--- src/mrl_regs.vh ---
/*
 Constants for the mode-register load block: field code values,
 field positions and widths, and timing counts.
 Assumes inclusion by bare name from design files.
*/
`ifndef MRL_REGS_VH
`define MRL_REGS_VH

`define MRL_ADDR_W 14
`define MRL_BA_W 2
`define MRL_BA_SEL_BIT 0
`define MRL_BA_RFU_BIT 1
`define MRL_BL_LSB 0
`define MRL_BL_W 3
`define MRL_BT_BIT 3
`define MRL_CL_LSB 4
`define MRL_CL_W 3
`define MRL_TM_LSB 7
`define MRL_TM_W 2
`define MRL_TM_NORMAL 2'h0
`define MRL_TM_DLL_RESET 2'h2
`define MRL_BL_2 3'h1
`define MRL_BL_4 3'h2
`define MRL_BL_8 3'h3
`define MRL_CL_2 3'h2
`define MRL_CL_3 3'h3
`define MRL_CL_2P5 3'h6
`define MRL_DLL_DIS_BIT 0
`define MRL_DS_LOW_BIT 1
`define MRL_DS_HIGH_BIT 6
`define MRL_DS_FULL 2'h0
`define MRL_DS_WEAK 2'h1
`define MRL_DS_RFU 2'h2
`define MRL_DS_MATCHED 2'h3
`define MRL_ADDR_RESET 14'h0000
`define MRL_TMRD_CYCLES 2

`endif
--- src/mrl_cmd_decode.v ---
/*
 Command decoder: recognises a mode-load command on the registered
 control pins and classifies it by bank-address bit 0.
 Assumes inputs already synchronised to core_clk_in.
*/
`timescale 1ns/1ps
`include "mrl_regs.vh"

module mrl_cmd_decode (
	// Control pins, active low except cke_in (active high)
	input wire cs_n_in,
	input wire ras_n_in,
	input wire cas_n_in,
	input wire we_n_in,
	input wire cke_in,
	// Bank address
	input wire [`MRL_BA_W-1:0] ba_in,
	// Decoded strobes
	output wire base_mode_load_out,
	output wire extended_mode_load_out
);
	wire load_cmd;

	assign load_cmd = cke_in & ~cs_n_in & ~ras_n_in & ~cas_n_in & ~we_n_in;
	// Bit 1 is reserved and ignored
	assign base_mode_load_out = load_cmd & ~ba_in[`MRL_BA_SEL_BIT];
	assign extended_mode_load_out = load_cmd & ba_in[`MRL_BA_SEL_BIT];
endmodule // mrl_cmd_decode

--- src/mrl_mode_load.v ---
/*
 Mode-register load logic: captures address and bank pins into the
 basic or extended mode register on a load command and decodes the
 stored fields into operating controls.
 Assumes a controller drives the pins from another domain, so every
 pin is passed through two flip-flops before use.
*/
// Behaviour
// - A8..A7 test field; 10 requests DLL reset
// - BA0 low basic, high extended target
// - All-low command with CKE and BA0 high: extended load
// - Latch A0..A13 and BA on command edge
// - Reloads accepted any time, busy or idle
// - Extended A0: 0 DLL on, 1 off
// - Drive strength from A6 high, A1 low
// - Burst length A2..A0, burst type A3
// - Read latency codes from A6..A4
`timescale 1ns/1ps
`include "mrl_regs.vh"

module mrl_mode_load #(
	parameter ADDR_W = `MRL_ADDR_W
) (
	// Clock and reset
	input wire core_clk_in,
	input wire srst_in,
	// Command pins
	input wire cs_n_in,
	input wire ras_n_in,
	input wire cas_n_in,
	input wire we_n_in,
	input wire cke_in,
	// Address pins
	input wire [`MRL_BA_W-1:0] ba_in,
	input wire [ADDR_W-1:0] addr_in,
	// Stored registers
	output reg [ADDR_W-1:0] base_mode_out,
	output reg [`MRL_BA_W-1:0] base_ba_out,
	output reg [ADDR_W-1:0] extended_mode_out,
	output reg [`MRL_BA_W-1:0] extended_ba_out,
	// Decoded controls
	output reg [2:0] burst_len_code_out,
	output reg burst_interleave_out,
	output reg [2:0] read_latency_code_out,
	output reg base_reserved_out,
	output reg dll_reset_out,
	output reg test_mode_out,
	output reg dll_enable_out,
	output reg [1:0] drive_strength_out,
	output reg drive_reserved_out,
	output reg load_busy_out,
	output reg base_loaded_out,
	output reg extended_loaded_out
);
	reg [4:0] ctl_s1_reg;
	reg [4:0] ctl_s2_reg;
	reg [`MRL_BA_W-1:0] ba_s1_reg;
	reg [`MRL_BA_W-1:0] ba_s2_reg;
	reg [ADDR_W-1:0] addr_s1_reg;
	reg [ADDR_W-1:0] addr_s2_reg;
	reg [1:0] busy_cnt_reg;
	wire base_mode_load;
	wire extended_mode_load;
	wire [ADDR_W-1:0] bm_next;
	wire [ADDR_W-1:0] em_next;
	wire [1:0] ds_next;
	wire [1:0] tm_next;
	wire [2:0] burst_len_next;
	wire burst_interleave_next;
	wire [2:0] read_latency_next;
	wire base_reserved_next;
	wire dll_reset_next;
	wire test_mode_next;
	wire dll_enable_next;
	wire drive_reserved_next;
	wire base_written;
	wire extended_written;

	// Busy cycles left after the load cycle itself
	localparam integer BUSY_LOAD = `MRL_TMRD_CYCLES - 1;

	// Legal burst length and read latency codes
	function bl_valid;
		input [2:0] c;
		bl_valid = (c == `MRL_BL_2) || (c == `MRL_BL_4) || (c == `MRL_BL_8);
	endfunction

	function cl_valid;
		input [2:0] c;
		cl_valid = (c == `MRL_CL_2) || (c == `MRL_CL_3) || (c == `MRL_CL_2P5);
	endfunction

	// Two-stage pin synchronisers
	// Pins are synchronised one by one, so the controller must hold
	// command and address steady for the whole load cycle
	always @(posedge core_clk_in) begin
		if (srst_in) begin
			ctl_s1_reg <= 5'h0f;
			ctl_s2_reg <= 5'h0f;
			ba_s1_reg <= 2'h0;
			ba_s2_reg <= 2'h0;
			addr_s1_reg <= `MRL_ADDR_RESET;
			addr_s2_reg <= `MRL_ADDR_RESET;
		end else begin
			ctl_s1_reg <= {cke_in, cs_n_in, ras_n_in, cas_n_in, we_n_in};
			ctl_s2_reg <= ctl_s1_reg;
			ba_s1_reg <= ba_in;
			ba_s2_reg <= ba_s1_reg;
			addr_s1_reg <= addr_in;
			addr_s2_reg <= addr_s1_reg;
		end
	end

	// Command decode on the synchronised pins
	mrl_cmd_decode u_dec (
		.cs_n_in(ctl_s2_reg[3]),
		.ras_n_in(ctl_s2_reg[2]),
		.cas_n_in(ctl_s2_reg[1]),
		.we_n_in(ctl_s2_reg[0]),
		.cke_in(ctl_s2_reg[4]),
		.ba_in(ba_s2_reg),
		.base_mode_load_out(base_mode_load),
		.extended_mode_load_out(extended_mode_load)
	);

	assign bm_next = base_mode_load ? addr_s2_reg : base_mode_out;
	assign em_next = extended_mode_load ? addr_s2_reg : extended_mode_out;
	assign ds_next = {em_next[`MRL_DS_HIGH_BIT], em_next[`MRL_DS_LOW_BIT]};
	assign tm_next = bm_next[`MRL_TM_LSB +: `MRL_TM_W];

	// Base reserved, test-mode and DLL-enable flags only count once their register has been written
	assign base_written = base_loaded_out | base_mode_load;
	assign extended_written = extended_loaded_out | extended_mode_load;

	assign burst_len_next = bm_next[`MRL_BL_LSB +: `MRL_BL_W];
	assign burst_interleave_next = bm_next[`MRL_BT_BIT];
	assign read_latency_next = bm_next[`MRL_CL_LSB +: `MRL_CL_W];
	// Reserved codes are stored as given and only flagged
	assign base_reserved_next = base_written &
		~(bl_valid(burst_len_next) & cl_valid(read_latency_next));
	// One-cycle DLL reset request per load
	assign dll_reset_next = base_mode_load &
		(tm_next == `MRL_TM_DLL_RESET);
	assign test_mode_next = base_written &
		(tm_next != `MRL_TM_NORMAL) &
		(tm_next != `MRL_TM_DLL_RESET);
	assign dll_enable_next = extended_written &
		~em_next[`MRL_DLL_DIS_BIT];
	assign drive_reserved_next = (ds_next == `MRL_DS_RFU);

	// Stored registers and their written flags
	always @(posedge core_clk_in) begin
		if (srst_in) begin
			base_mode_out <= `MRL_ADDR_RESET;
			base_ba_out <= 2'h0;
			extended_mode_out <= `MRL_ADDR_RESET;
			extended_ba_out <= 2'h0;
			base_loaded_out <= 1'b0;
			extended_loaded_out <= 1'b0;
		end else begin
			// Reload allowed at any time; idle banks are caller's duty
			if (base_mode_load) begin
				base_mode_out <= addr_s2_reg;
				base_ba_out <= ba_s2_reg;
				base_loaded_out <= 1'b1;
			end
			if (extended_mode_load) begin
				extended_mode_out <= addr_s2_reg;
				extended_ba_out <= ba_s2_reg;
				extended_loaded_out <= 1'b1;
			end
		end
	end

	// Decoded fields follow the value being stored
	always @(posedge core_clk_in) begin
		if (srst_in) begin
			burst_len_code_out <= 3'h0;
			burst_interleave_out <= 1'b0;
			read_latency_code_out <= 3'h0;
			base_reserved_out <= 1'b0;
			dll_reset_out <= 1'b0;
			test_mode_out <= 1'b0;
			dll_enable_out <= 1'b0;
			drive_strength_out <= `MRL_DS_FULL;
			drive_reserved_out <= 1'b0;
		end else begin
			burst_len_code_out <= burst_len_next;
			burst_interleave_out <= burst_interleave_next;
			read_latency_code_out <= read_latency_next;
			base_reserved_out <= base_reserved_next;
			dll_reset_out <= dll_reset_next;
			test_mode_out <= test_mode_next;
			dll_enable_out <= dll_enable_next;
			drive_strength_out <= ds_next;
			drive_reserved_out <= drive_reserved_next;
		end
	end

	// Busy for the load-to-command window
	// Restarts on every load, so back-to-back loads stretch it
	always @(posedge core_clk_in) begin
		if (srst_in) begin
			busy_cnt_reg <= 2'h0;
			load_busy_out <= 1'b0;
		end else if (base_mode_load | extended_mode_load) begin
			busy_cnt_reg <= BUSY_LOAD[1:0];
			load_busy_out <= 1'b1;
		end else if (busy_cnt_reg != 2'h0) begin
			busy_cnt_reg <= busy_cnt_reg - 2'h1;
			load_busy_out <= 1'b1;
		end else begin
			load_busy_out <= 1'b0;
		end
	end
endmodule // mrl_mode_load

--- config.mk ---
export PLATFORM = sky130hd
export DESIGN_NAME = mrl_mode_load
export DESIGN_NICKNAME = d
export VERILOG_FILES = /design/src/mrl_cmd_decode.v /design/src/mrl_mode_load.v
export VERILOG_INCLUDE_DIRS = /design/src /design/src/src
export SDC_FILE = /design/constraint.sdc
export NUM_CORES = 1
export LEC_CHECK = 0
export BUFFER_PORTS_ARGS = -buffer_cell sky130_fd_sc_hd__buf_2
export CORE_MARGIN = 8
export CORE_UTILIZATION = 25
export CTS_BUF_LIST = sky130_fd_sc_hd__clkbuf_4
export DETAILED_ROUTE_END_ITERATION = 7
export PLACE_DENSITY = 0.53
export SLEW_MARGIN = 40
export SYNTH_ARGS = -nofsm -noshare
export SYNTH_HDL_FRONTEND = slang
export SYNTH_SLANG_ARGS = --single-unit
--- constraint.sdc ---
create_clock -name core_clk_in -period 2.15 [get_ports core_clk_in]
set_clock_uncertainty 0.05 [all_clocks]
set_input_delay 0.215 -clock core_clk_in [delete_from_list [all_inputs] [get_ports core_clk_in]]
set_output_delay 0.215 -clock core_clk_in [all_outputs]
set_load 0.01 [all_outputs]
After elaboration in Yosys (flattened, before gate mapping)
Cells that the tools add are included.

Bits in latches: 0. Logic and storage cells: 72. Output and inout bits: 49. ROM bits: 0. Flip-flop bits (word level): 93. Memories kept: 0. RAM bits: 0.

Add/subtract/negate cells: 1. $mul: 0. Divide/modulo/power cells: 0. Reductions and logical operators: 8. Magnitude comparators: 0. Equal/unequal tests: 9. Bitwise gates (word level): 22. Mux-type cells: 6. Shifts and indexed selects: 0.

Operator list (number): $and 1x1->1 (12); $eq 3x2->1 const B (4); $mux 9 (1); $mux 7 (1); $not 1->1 (7); $reduce_bool 2->1 (3); $eq 2x2->1 const B (2); $logic_or 1x1->1 (4); $mux 1 (4); $eq 3x1->1 const B (1); $eq 3x3->1 const B (1); $or 1x1->1 (3); $ne 2x2->1 const B (1); $reduce_or 2->1 (1); $sub 2x1->2 const B (1).

Depth between registers and ports, before layout
Gate-level depths: netlist of the first run.

Depth in word-level cells: 13. Depth in mapped cells: 6. Mapped depth without buffers: 5.

Modules after synthesis
A second synthesis of the first run with hierarchy kept.

Cell total of the unflattened synthesis: 244. Area, all modules: 2770.2 um2.

By module, submodules not included: mrl_mode_load (cells each 239, instances 1, seq. area each 1681.6 um2, area an instance 2740.1 um2); mrl_cmd_decode (cells each 5, instances 1, seq. area each 0.0 um2, area an instance 30.0 um2).

Least setup slack after synthesis of the first run
Ideal clock, no wire load.

Path kind: register -> register. Start point: register ctl_s2_reg[2]. End point: register base_mode_out[13]. Library setup time: 0.136 ns. Cell stages (with the launch flop): 6. Arrival time: 1.230 ns. Required time: 1.964 ns. Setup slack: 0.734 ns. Path through: dfxtp_1 > nor4_4 > nand3b_2 > buf_2 > nand2_1 > a21oi_2.

Longest elaborated chain between the ends: 5.

Ends and longest elaborated chain: start, declared (line mrl_mode_load.v:56) `reg [4:0] ctl_s2_reg;`; start signal, assigned (line mrl_mode_load.v:106) `ctl_s2_reg <= ctl_s1_reg;`; $not 1->1 (line mrl_cmd_decode.v:24) `assign load_cmd = cke_in & ~cs_n_in & ~ras_n_in & ~cas_n_in & ~we_n_in;`; $and 1x1->1 (3 in a row) (line mrl_cmd_decode.v:24); $and 1x1->1 (line mrl_cmd_decode.v:26) `` assign base_mode_load_out = load_cmd & ~ba_in[`MRL_BA_SEL_BIT]; ``; end signal, assigned (line mrl_mode_load.v:154) `` base_mode_out <= `MRL_ADDR_RESET; ``; end signal, assigned (line mrl_mode_load.v:163) `base_mode_out <= addr_s2_reg;`; end, declared (line mrl_mode_load.v:37) `output reg [ADDR_W-1:0] base_mode_out,`.

No other way between the ends. A chain may end at the register's enable or synchronous reset.

Final worst setup path of the first run
Start point: register ctl_s2_reg[2]. End point: register dll_enable_out.

Longest elaborated chain between the ends: 8. Elaborated cells on any way between the ends: 9.

Ends and longest elaborated chain: $not 1->1 * (line mrl_cmd_decode.v:24); $and 1x1->1 * (3 in a row) (line mrl_cmd_decode.v:24); $and 1x1->1 * (line mrl_cmd_decode.v:27) `` assign extended_mode_load_out = load_cmd & ba_in[`MRL_BA_SEL_BIT]; ``; $mux 7; $not 1->1 (line mrl_mode_load.v:148) `` ~em_next[`MRL_DLL_DIS_BIT]; ``; $and 1x1->1 * (line mrl_mode_load.v:147) `assign dll_enable_next = extended_written &`; end signal, assigned (line mrl_mode_load.v:194) `dll_enable_out <= dll_enable_next;`; end, declared (line mrl_mode_load.v:48) `output reg dll_enable_out,`.

Every way passes the cells marked *; elsewhere a longest branch is shown, timed or not.

==> results of run 1 <==
[per-layer routing]
| metal | track usage (%) | wire, um | vias up |
|---|---|---|---|
| li1 | - | - | 1050 |
| met1 | 10.4 | 2840 | 874 |
| met2 | 13.4 | 2850 | 47 |
| met3 | 2.17 | 317 | 10 |
| met4 | 4.63 | 127 | 0 |
| met5 | 0 | 0 | - |
[path summary, 6_finish.rpt]
check / from / end / slack (ns) / cells past startpoint
worst max register to register: ctl_s2_reg[2]$_SDFF_PP1_ / dll_enable_out$_SDFF_PP0_ / 0.57 / 5
worst min-delay path: srst_in / base_loaded_out$_SDFFE_PP0N_ / 0.27 / 2
worst min register to register: ctl_s1_reg[3]$_SDFF_PP1_ / ctl_s2_reg[3]$_SDFF_PP1_ / 0.37 / 1
worst max-delay path: ctl_s2_reg[2]$_SDFF_PP1_ / dll_enable_out$_SDFF_PP0_ / 0.57 / 5
[synth_stat cells, types with 2 or more instances]
library cell / count / area [um2]
dfxtp_1: 84 / 1680
nand2_1: 58 / 218
nor2b_1: 35 / 219
a21oi_1: 25 / 125
a21oi_2: 10 / 87.6
buf_4: 9 / 67.6
nor2_1: 8 / 30.0
or2_2: 8 / 50.1
clkbuf_1: 7 / 26.3
nand2_2: 4 / 25.0
nand3b_1: 3 / 22.5
a211oi_1: 2 / 15.0
buf_1: 2 / 7.51
buf_12: 2 / 40.0
buf_2: 2 / 10.0
buf_6: 2 / 22.5
inv_1: 2 / 7.51
o21ai_0: 2 / 10.0
[worst max-delay path, stage by stage (launching register included)]
cell	delay [ns]
dfxtp_1	0.35
nor4_4	0.41
and3_1	0.22
buf_4	0.23
or4b_1	0.14
o31ai_1	0.06
[stage by stage]
step	hold WS (ns)	power, uW	util (%)	worst slack, ns	cells
finish	0.271	2840	32.8	0.568	507
global route	0.303	2960	32.8	0.441	507
CTS	0.243	2890	32.8	0.551	506
detailed placement	0.346	1820	29.3	0.567	469
global placement	0.347	1820	29.3	0.615	469
floorplan	0.269	1770	-	0.734	278
[power by group]
group	switching [uW]	leakage [uW]	internal (uW)
Sequential	26.7	0.000687	1610
Combinational	76.9	0.000698	96.7
Clock	549	0.0000788	477
Total	652	0.00146	2190
[layout make-up]
type | instances | area, um2
Timing Repair Buffer | 96 | 608
Inverter | 2 | 7.51
Tap cell | 140 | 175
Sequential cell | 84 | 1680
Antenna cell | 1 | 2.50
Multi-Input combinational cell | 168 | 932
Clock buffer | 9 | 67.6
Fill cell | 1099 | 7310
Clock inverter | 7 | 100
[what timing repair did]
item,4_1_cts,5_1_grt
gates resized for setup,0,0
hold buffers,21,0
hold endpoints to repair,21,0
[logic make-up after synthesis]
kind of cell / count (synthesis)
and+or+nand+nor: 125
DFF: 84
AOI/OAI and AO/OA: 41
buffers and inverters: 26
xor gates and xnor gates: 1
adders and majority gates: 1
==> summary.md, run 1 <==
| Metric | Value |
|---|---|
| Pwr Density | `between 700 and 800 nW/um2` |
| Antenna Nets Post-Route | `0` |
| Simple-Gate Fraction of Synth Area | `23.4%` |
| Min-Delay Path Class | `primary input to flip-flop` |
| H-tree depth | `3` |
| Die Area | `around 15000 um2` |
| DRT Pass-1 Iters | `4` |
| WP data arrival | `1.82 ns` |
| Global route overflow | `0` |
| Mapped cell area | `2800 um2` |
| Share of layout cells above drive strength 1 | `a little under a third` |
| Final setup TNS | `0 ns` |
| Core area | `roughly 11000 um2` |
| Max frequency | `0.632 GHz` |
| Area delta synth->final | `27.9%` |
| Commonest non-fill, non-tap cell in the layout | `dfxtp_1` |
| CTS tree | `built` |
| EDFF count, synth | `0` |
| Routed Wire Length | `between 6 and 7 mm` |
| Inserted Clock Buffers | `9` |
| Final instance area | `between 3000 and 4000 um2` |
| Post-route DRC | `0` |
| Worst setup SP type | `flip-flop` |
| Max cap viols | `0` |
| Vias per std cell | `~3.9` |
| Num Clock Sinks | `84` |
| Yosys warning count | `0` |
| # rows | `38` |
| Iter 0 DRT Violations | `between 80 and 90` |
| I/O pin count | `72` |
| Final number of setup-violating endpoints | `0` |
| Mapped Cells | `between 200 and 300` |
| DP Area | `roughly 3200 um2` |
| Number of antenna violations at the first check in global routing | `1` |
| Max clock buf depth | `2` |
| Final Wtd Congestion | `0.721` |
| Ys async rst share | `0%` |
| DR vias | `roughly 2000` |
| Number of register bits inferred by synthesis | `84` |
| Starting Density | `25.7%` |
| Die width | `approximately 120 um` |
| Clk root buf | `clkbuf_4` |
| Syn Nets | `about 300` |
| Detailed Place HPWL | `4.60 mm` |
| Routed length per placed instance | `roughly 12 um` |
| Worst-path fanout max | `19` |
| Complex-gate fraction of the synthesized area | `9.22%` |
| GR Util All Layers | `under 10%` |
| Period utilization | `73.6%` |
| Status | `finished, final reports clean` |
| VDD IR max | `around 240 uV` |
| RSZ-0062 raised after global routing | `no` |
| Post CTS Setup Buffer Count | `0` |
| Slew @ Worst Pin | `between 0.6 and 0.7 ns` |
| First-pass GRT wire length | `slightly below 10 mm` |
| Post-Synth XOR/XNOR Area | `less than 1%` |
| Relative slew slack | `between 50% and 60%` |
| Endpoints failing hold | `0` |
| Clk slew on worst S/H paths | `0.13 ns` |
| Synth unique cells | `31` |
| WS Path Type | `flip-flop to flip-flop` |
| Vias in the first global route | `~2000` |
| Static Leak | `roughly 0.0015 uW` |
| Commonest non-fill, non-tap cells in the layout | `dfxtp_1 (84), buf_2 (71), nand2_1 (58), nor2b_1 (35), a21oi_1 (25)` |
| Worst-Skew Late Latency | `around 0.42 ns` |
| Req. time, crit path | `around 2.4 ns` |
| Largest net degree at the start of global routing | `52` |
| Synth Area in Adders | `less than 1%` |
| Die Y | `roughly 120 um` |
| Synth Flop Type | `dfxtp_1` |
| Crit end category | `flip-flop` |
| Nets | `roughly 390` |
| Slew Viols, Final | `0` |
| Mux cell area share after synthesis | `0%` |
| Register area share after synthesis | `between 60 and 70%` |
| Largest family of logic cells by synthesized area | `simple AND/OR/NAND/NOR gates` |
| Fin crit period | `between 1.5 and 2 ns` |
| IO Port Bufs | `71` |
| Syn_area_per_cell | `10.1 um2` |
No activity file was read; power rests on OpenSTA's default activity.
==> inputs of run 2 (changes only) <==
==> constraint.sdc (replaced) <==
create_clock -name core_clk_in -period 1.52 [get_ports core_clk_in]
set_clock_uncertainty 0.05 [all_clocks]
set_input_delay 0.152 -clock core_clk_in [delete_from_list [all_inputs] [get_ports core_clk_in]]
set_output_delay 0.152 -clock core_clk_in [all_outputs]
set_load 0.01 [all_outputs]
==> summary.md, run 2 (synthesis results as in run 1) <==
| Metric | Value |
|---|---|
| Status | `finished, final reports clean` |
| Number of antenna violations at the first check in global routing | `1` |
| Final Wtd Congestion | `around 0.73` |
| Global route overflow | `0` |
| Crit end category | `flip-flop` |
| Vias per std cell | `slightly below 4` |
| Detailed Place HPWL | `around 4.7 mm` |
| H-tree depth | `3` |
| Worst-path fanout max | `17` |
| Fin Hold WS | `about 0.38 ns` |
| Min-Delay Path Class | `flip-flop to flip-flop` |
| Fin crit period | `1.43 ns` |
| # placed instances | `around 480` |
| Area delta synth->final | `31.9%` |
| DRT Pass-1 Iters | `6` |
| Clk root buf | `clkbuf_4` |
| CTS tree | `built` |
| I/O pin count | `~70` |
| Num Clock Sinks | `84` |
| IO Port Bufs | `71` |
| Max clock buf depth | `2` |
| Core area | `approximately 11000 um2` |
| Slew Viols, Final | `0` |
| Starting Density | `about 26%` |
| Static Leak | `0.00152 uW` |
| Commonest non-fill, non-tap cells in the layout | `dfxtp_1 (81), buf_2 (71), nand2_1 (58), nor2b_1 (35), dlygate4sd3_1 (25)` |
| Die Y | `~120 um` |
| Req. time, crit path | `about 1.8 ns` |
| Die width | `122 um` |
| RSZ-0062 raised after global routing | `yes` |
| Final instance area | `around 3700 um2` |
| Worst setup SP type | `flip-flop` |
| Largest net degree at the start of global routing | `31` |
| Top Family by Delay on Critical Path | `simple AND/OR/NAND/NOR gates` |
| DP Area | `between 3000 and 4000 um2` |
| Inserted Clock Buffers | `9` |
| Buf/Inv on CP | `1` |
| Antenna Nets Post-Route | `0` |
| Relative slew slack | `approximately 78%` |
| Slew @ Worst Pin | `0.329 ns` |
| Iter 0 DRT Violations | `between 60 and 70` |
| GR Util All Layers | `between 8 and 9%` |
| # rows | `38` |
| Post-route DRC | `0` |
| Share of layout cells above drive strength 1 | `between 30% and 40%` |
| Max frequency | `~0.7 GHz` |
| Reported net switching power | `roughly 900 uW` |
| Pwr Density | `1040 nW/um2` |
| Crit-path cells | `nor4_4 > and3b_2 > buf_12 > nand2_1 > a21oi_1` |
| Max cap viols | `0` |
| WS Path Type | `flip-flop to flip-flop` |
| Comb power frac | `6.7%` |
| Final number of setup-violating endpoints | `0` |
| WP data arrival | `approximately 1.7 ns` |
| Die Area | `about 15000 um2` |
| CP max stage cell | `dfxtp_2` |
| Routed Wire Length | `around 6.3 mm` |
| Worst-Skew Late Latency | `between 0.4 and 0.5 ns` |
| Seq pwr share | `about three fifths` |
| Period utilization | `between 90% and 100%` |
| Routed length per placed instance | `between 10 and 15 um` |
| First-pass GRT wire length | `between 9 and 10 mm` |
| Sw Share | `a little under a quarter` |
| Commonest non-fill, non-tap cell in the layout | `dfxtp_1` |
| Cell-internal power | `2940 uW` |
| Clock share of power | `between 30% and 40%` |
| Clk slew on worst S/H paths | `around 0.13 ns` |
| Final Util | `about a third` |
| Nets | `between 300 and 400` |
| Vias in the first global route | `a little under 2000` |
| Post-route non-filler standard cell count | `roughly 520` |
| Worst path max stage delay | `between 0.3 and 0.4 ns` |
| VDD IR max | `about 320 uV` |
| Endpoints failing hold | `0` |
| DR vias | `slightly above 2000` |
-- run 2: changes by cell type in the layout (fill, tap and decap cells not counted), moves of 3 or more --
cell,previous run,this run
dfxtp_1,84,81
dlygate4sd3_1,21,25
a21oi_2,10,13
clkinvlp_4,3,0
buf_4,3,9
dfxtp_2,0,3
a21oi_1,25,22
-- run 2: layout make-up --
cell class | instances | area, um2
antenna | 1 | 2.50
clock buffer | 9 | 67.6
clock inverter | 7 | 75.1
fill | 1117 | 7200
inverter | 2 | 7.51
multi-input combinational | 168 | 950
sequential | 84 | 1690
tap | 140 | 175
timing repair buffer | 108 | 724
-- run 2: power by group through the flow --
stage / clock network, uW / registers (uW) / logic, uW
CTS: 1350 / 2320 / 264
global route: 1430 / 2330 / 290
detailed placement: 0 / 2370 / 215
finish: 1270 / 2320 / 260
floorplan: 0 / 2360 / 139
global placement: 0 / 2370 / 210
-- run 2: stage by stage --
step	TNS (ns)	worst slack [ns]	power, uW
floorplan	0	0.104	2500
global placement	0	0.0903	2580
detailed placement	0	0.0755	2580
CTS	0	0.0402	3930
global route	-0.0928	-0.0246	4050
finish	0	0.0922	3850
-- run 2: path summary, 6_finish.rpt --
| path | from | to | slack (ns) | cells past startpoint |
|---|---|---|---|---|
| setup / recovery | ctl_s2_reg[3]$_SDFF_PP1_ | base_mode_out[12]$_SDFFE_PP0N_ | 0.09 | 5 |
| hold / removal | ctl_s1_reg[2]$_SDFF_PP1_ | ctl_s2_reg[2]$_SDFF_PP1_ | 0.38 | 1 |
| setup reg to reg | ctl_s2_reg[3]$_SDFF_PP1_ | base_mode_out[12]$_SDFFE_PP0N_ | 0.09 | 5 |
| hold reg to reg | ctl_s1_reg[2]$_SDFF_PP1_ | ctl_s2_reg[2]$_SDFF_PP1_ | 0.38 | 1 |
-- run 2: what timing repair did --
action | 4_1_cts | 5_1_grt
setup endpoints to repair | 0 | 15
resized for setup | 0 | 9
hold buffers | 25 | 0
endpoints found under the hold margin | 22 | 0
setup buffers | 0 | 1
-- run 2: worst reg2reg max path, stage by stage, from the launching register on --
cell	delay, ns
dfxtp_2	0.35
nor4_4	0.35
and3b_2	0.27
buf_12	0.14
nand2_1	0.06
a21oi_1	0.14
-- run 2: metal layers --
metal,global-route usage [%],up-vias,wire (um)
met1,10.1,922,2910
met2,13.6,45,2970
li1,-,1075,-
met3,2.82,8,282
met4,5.09,0,114
met5,0,-,0
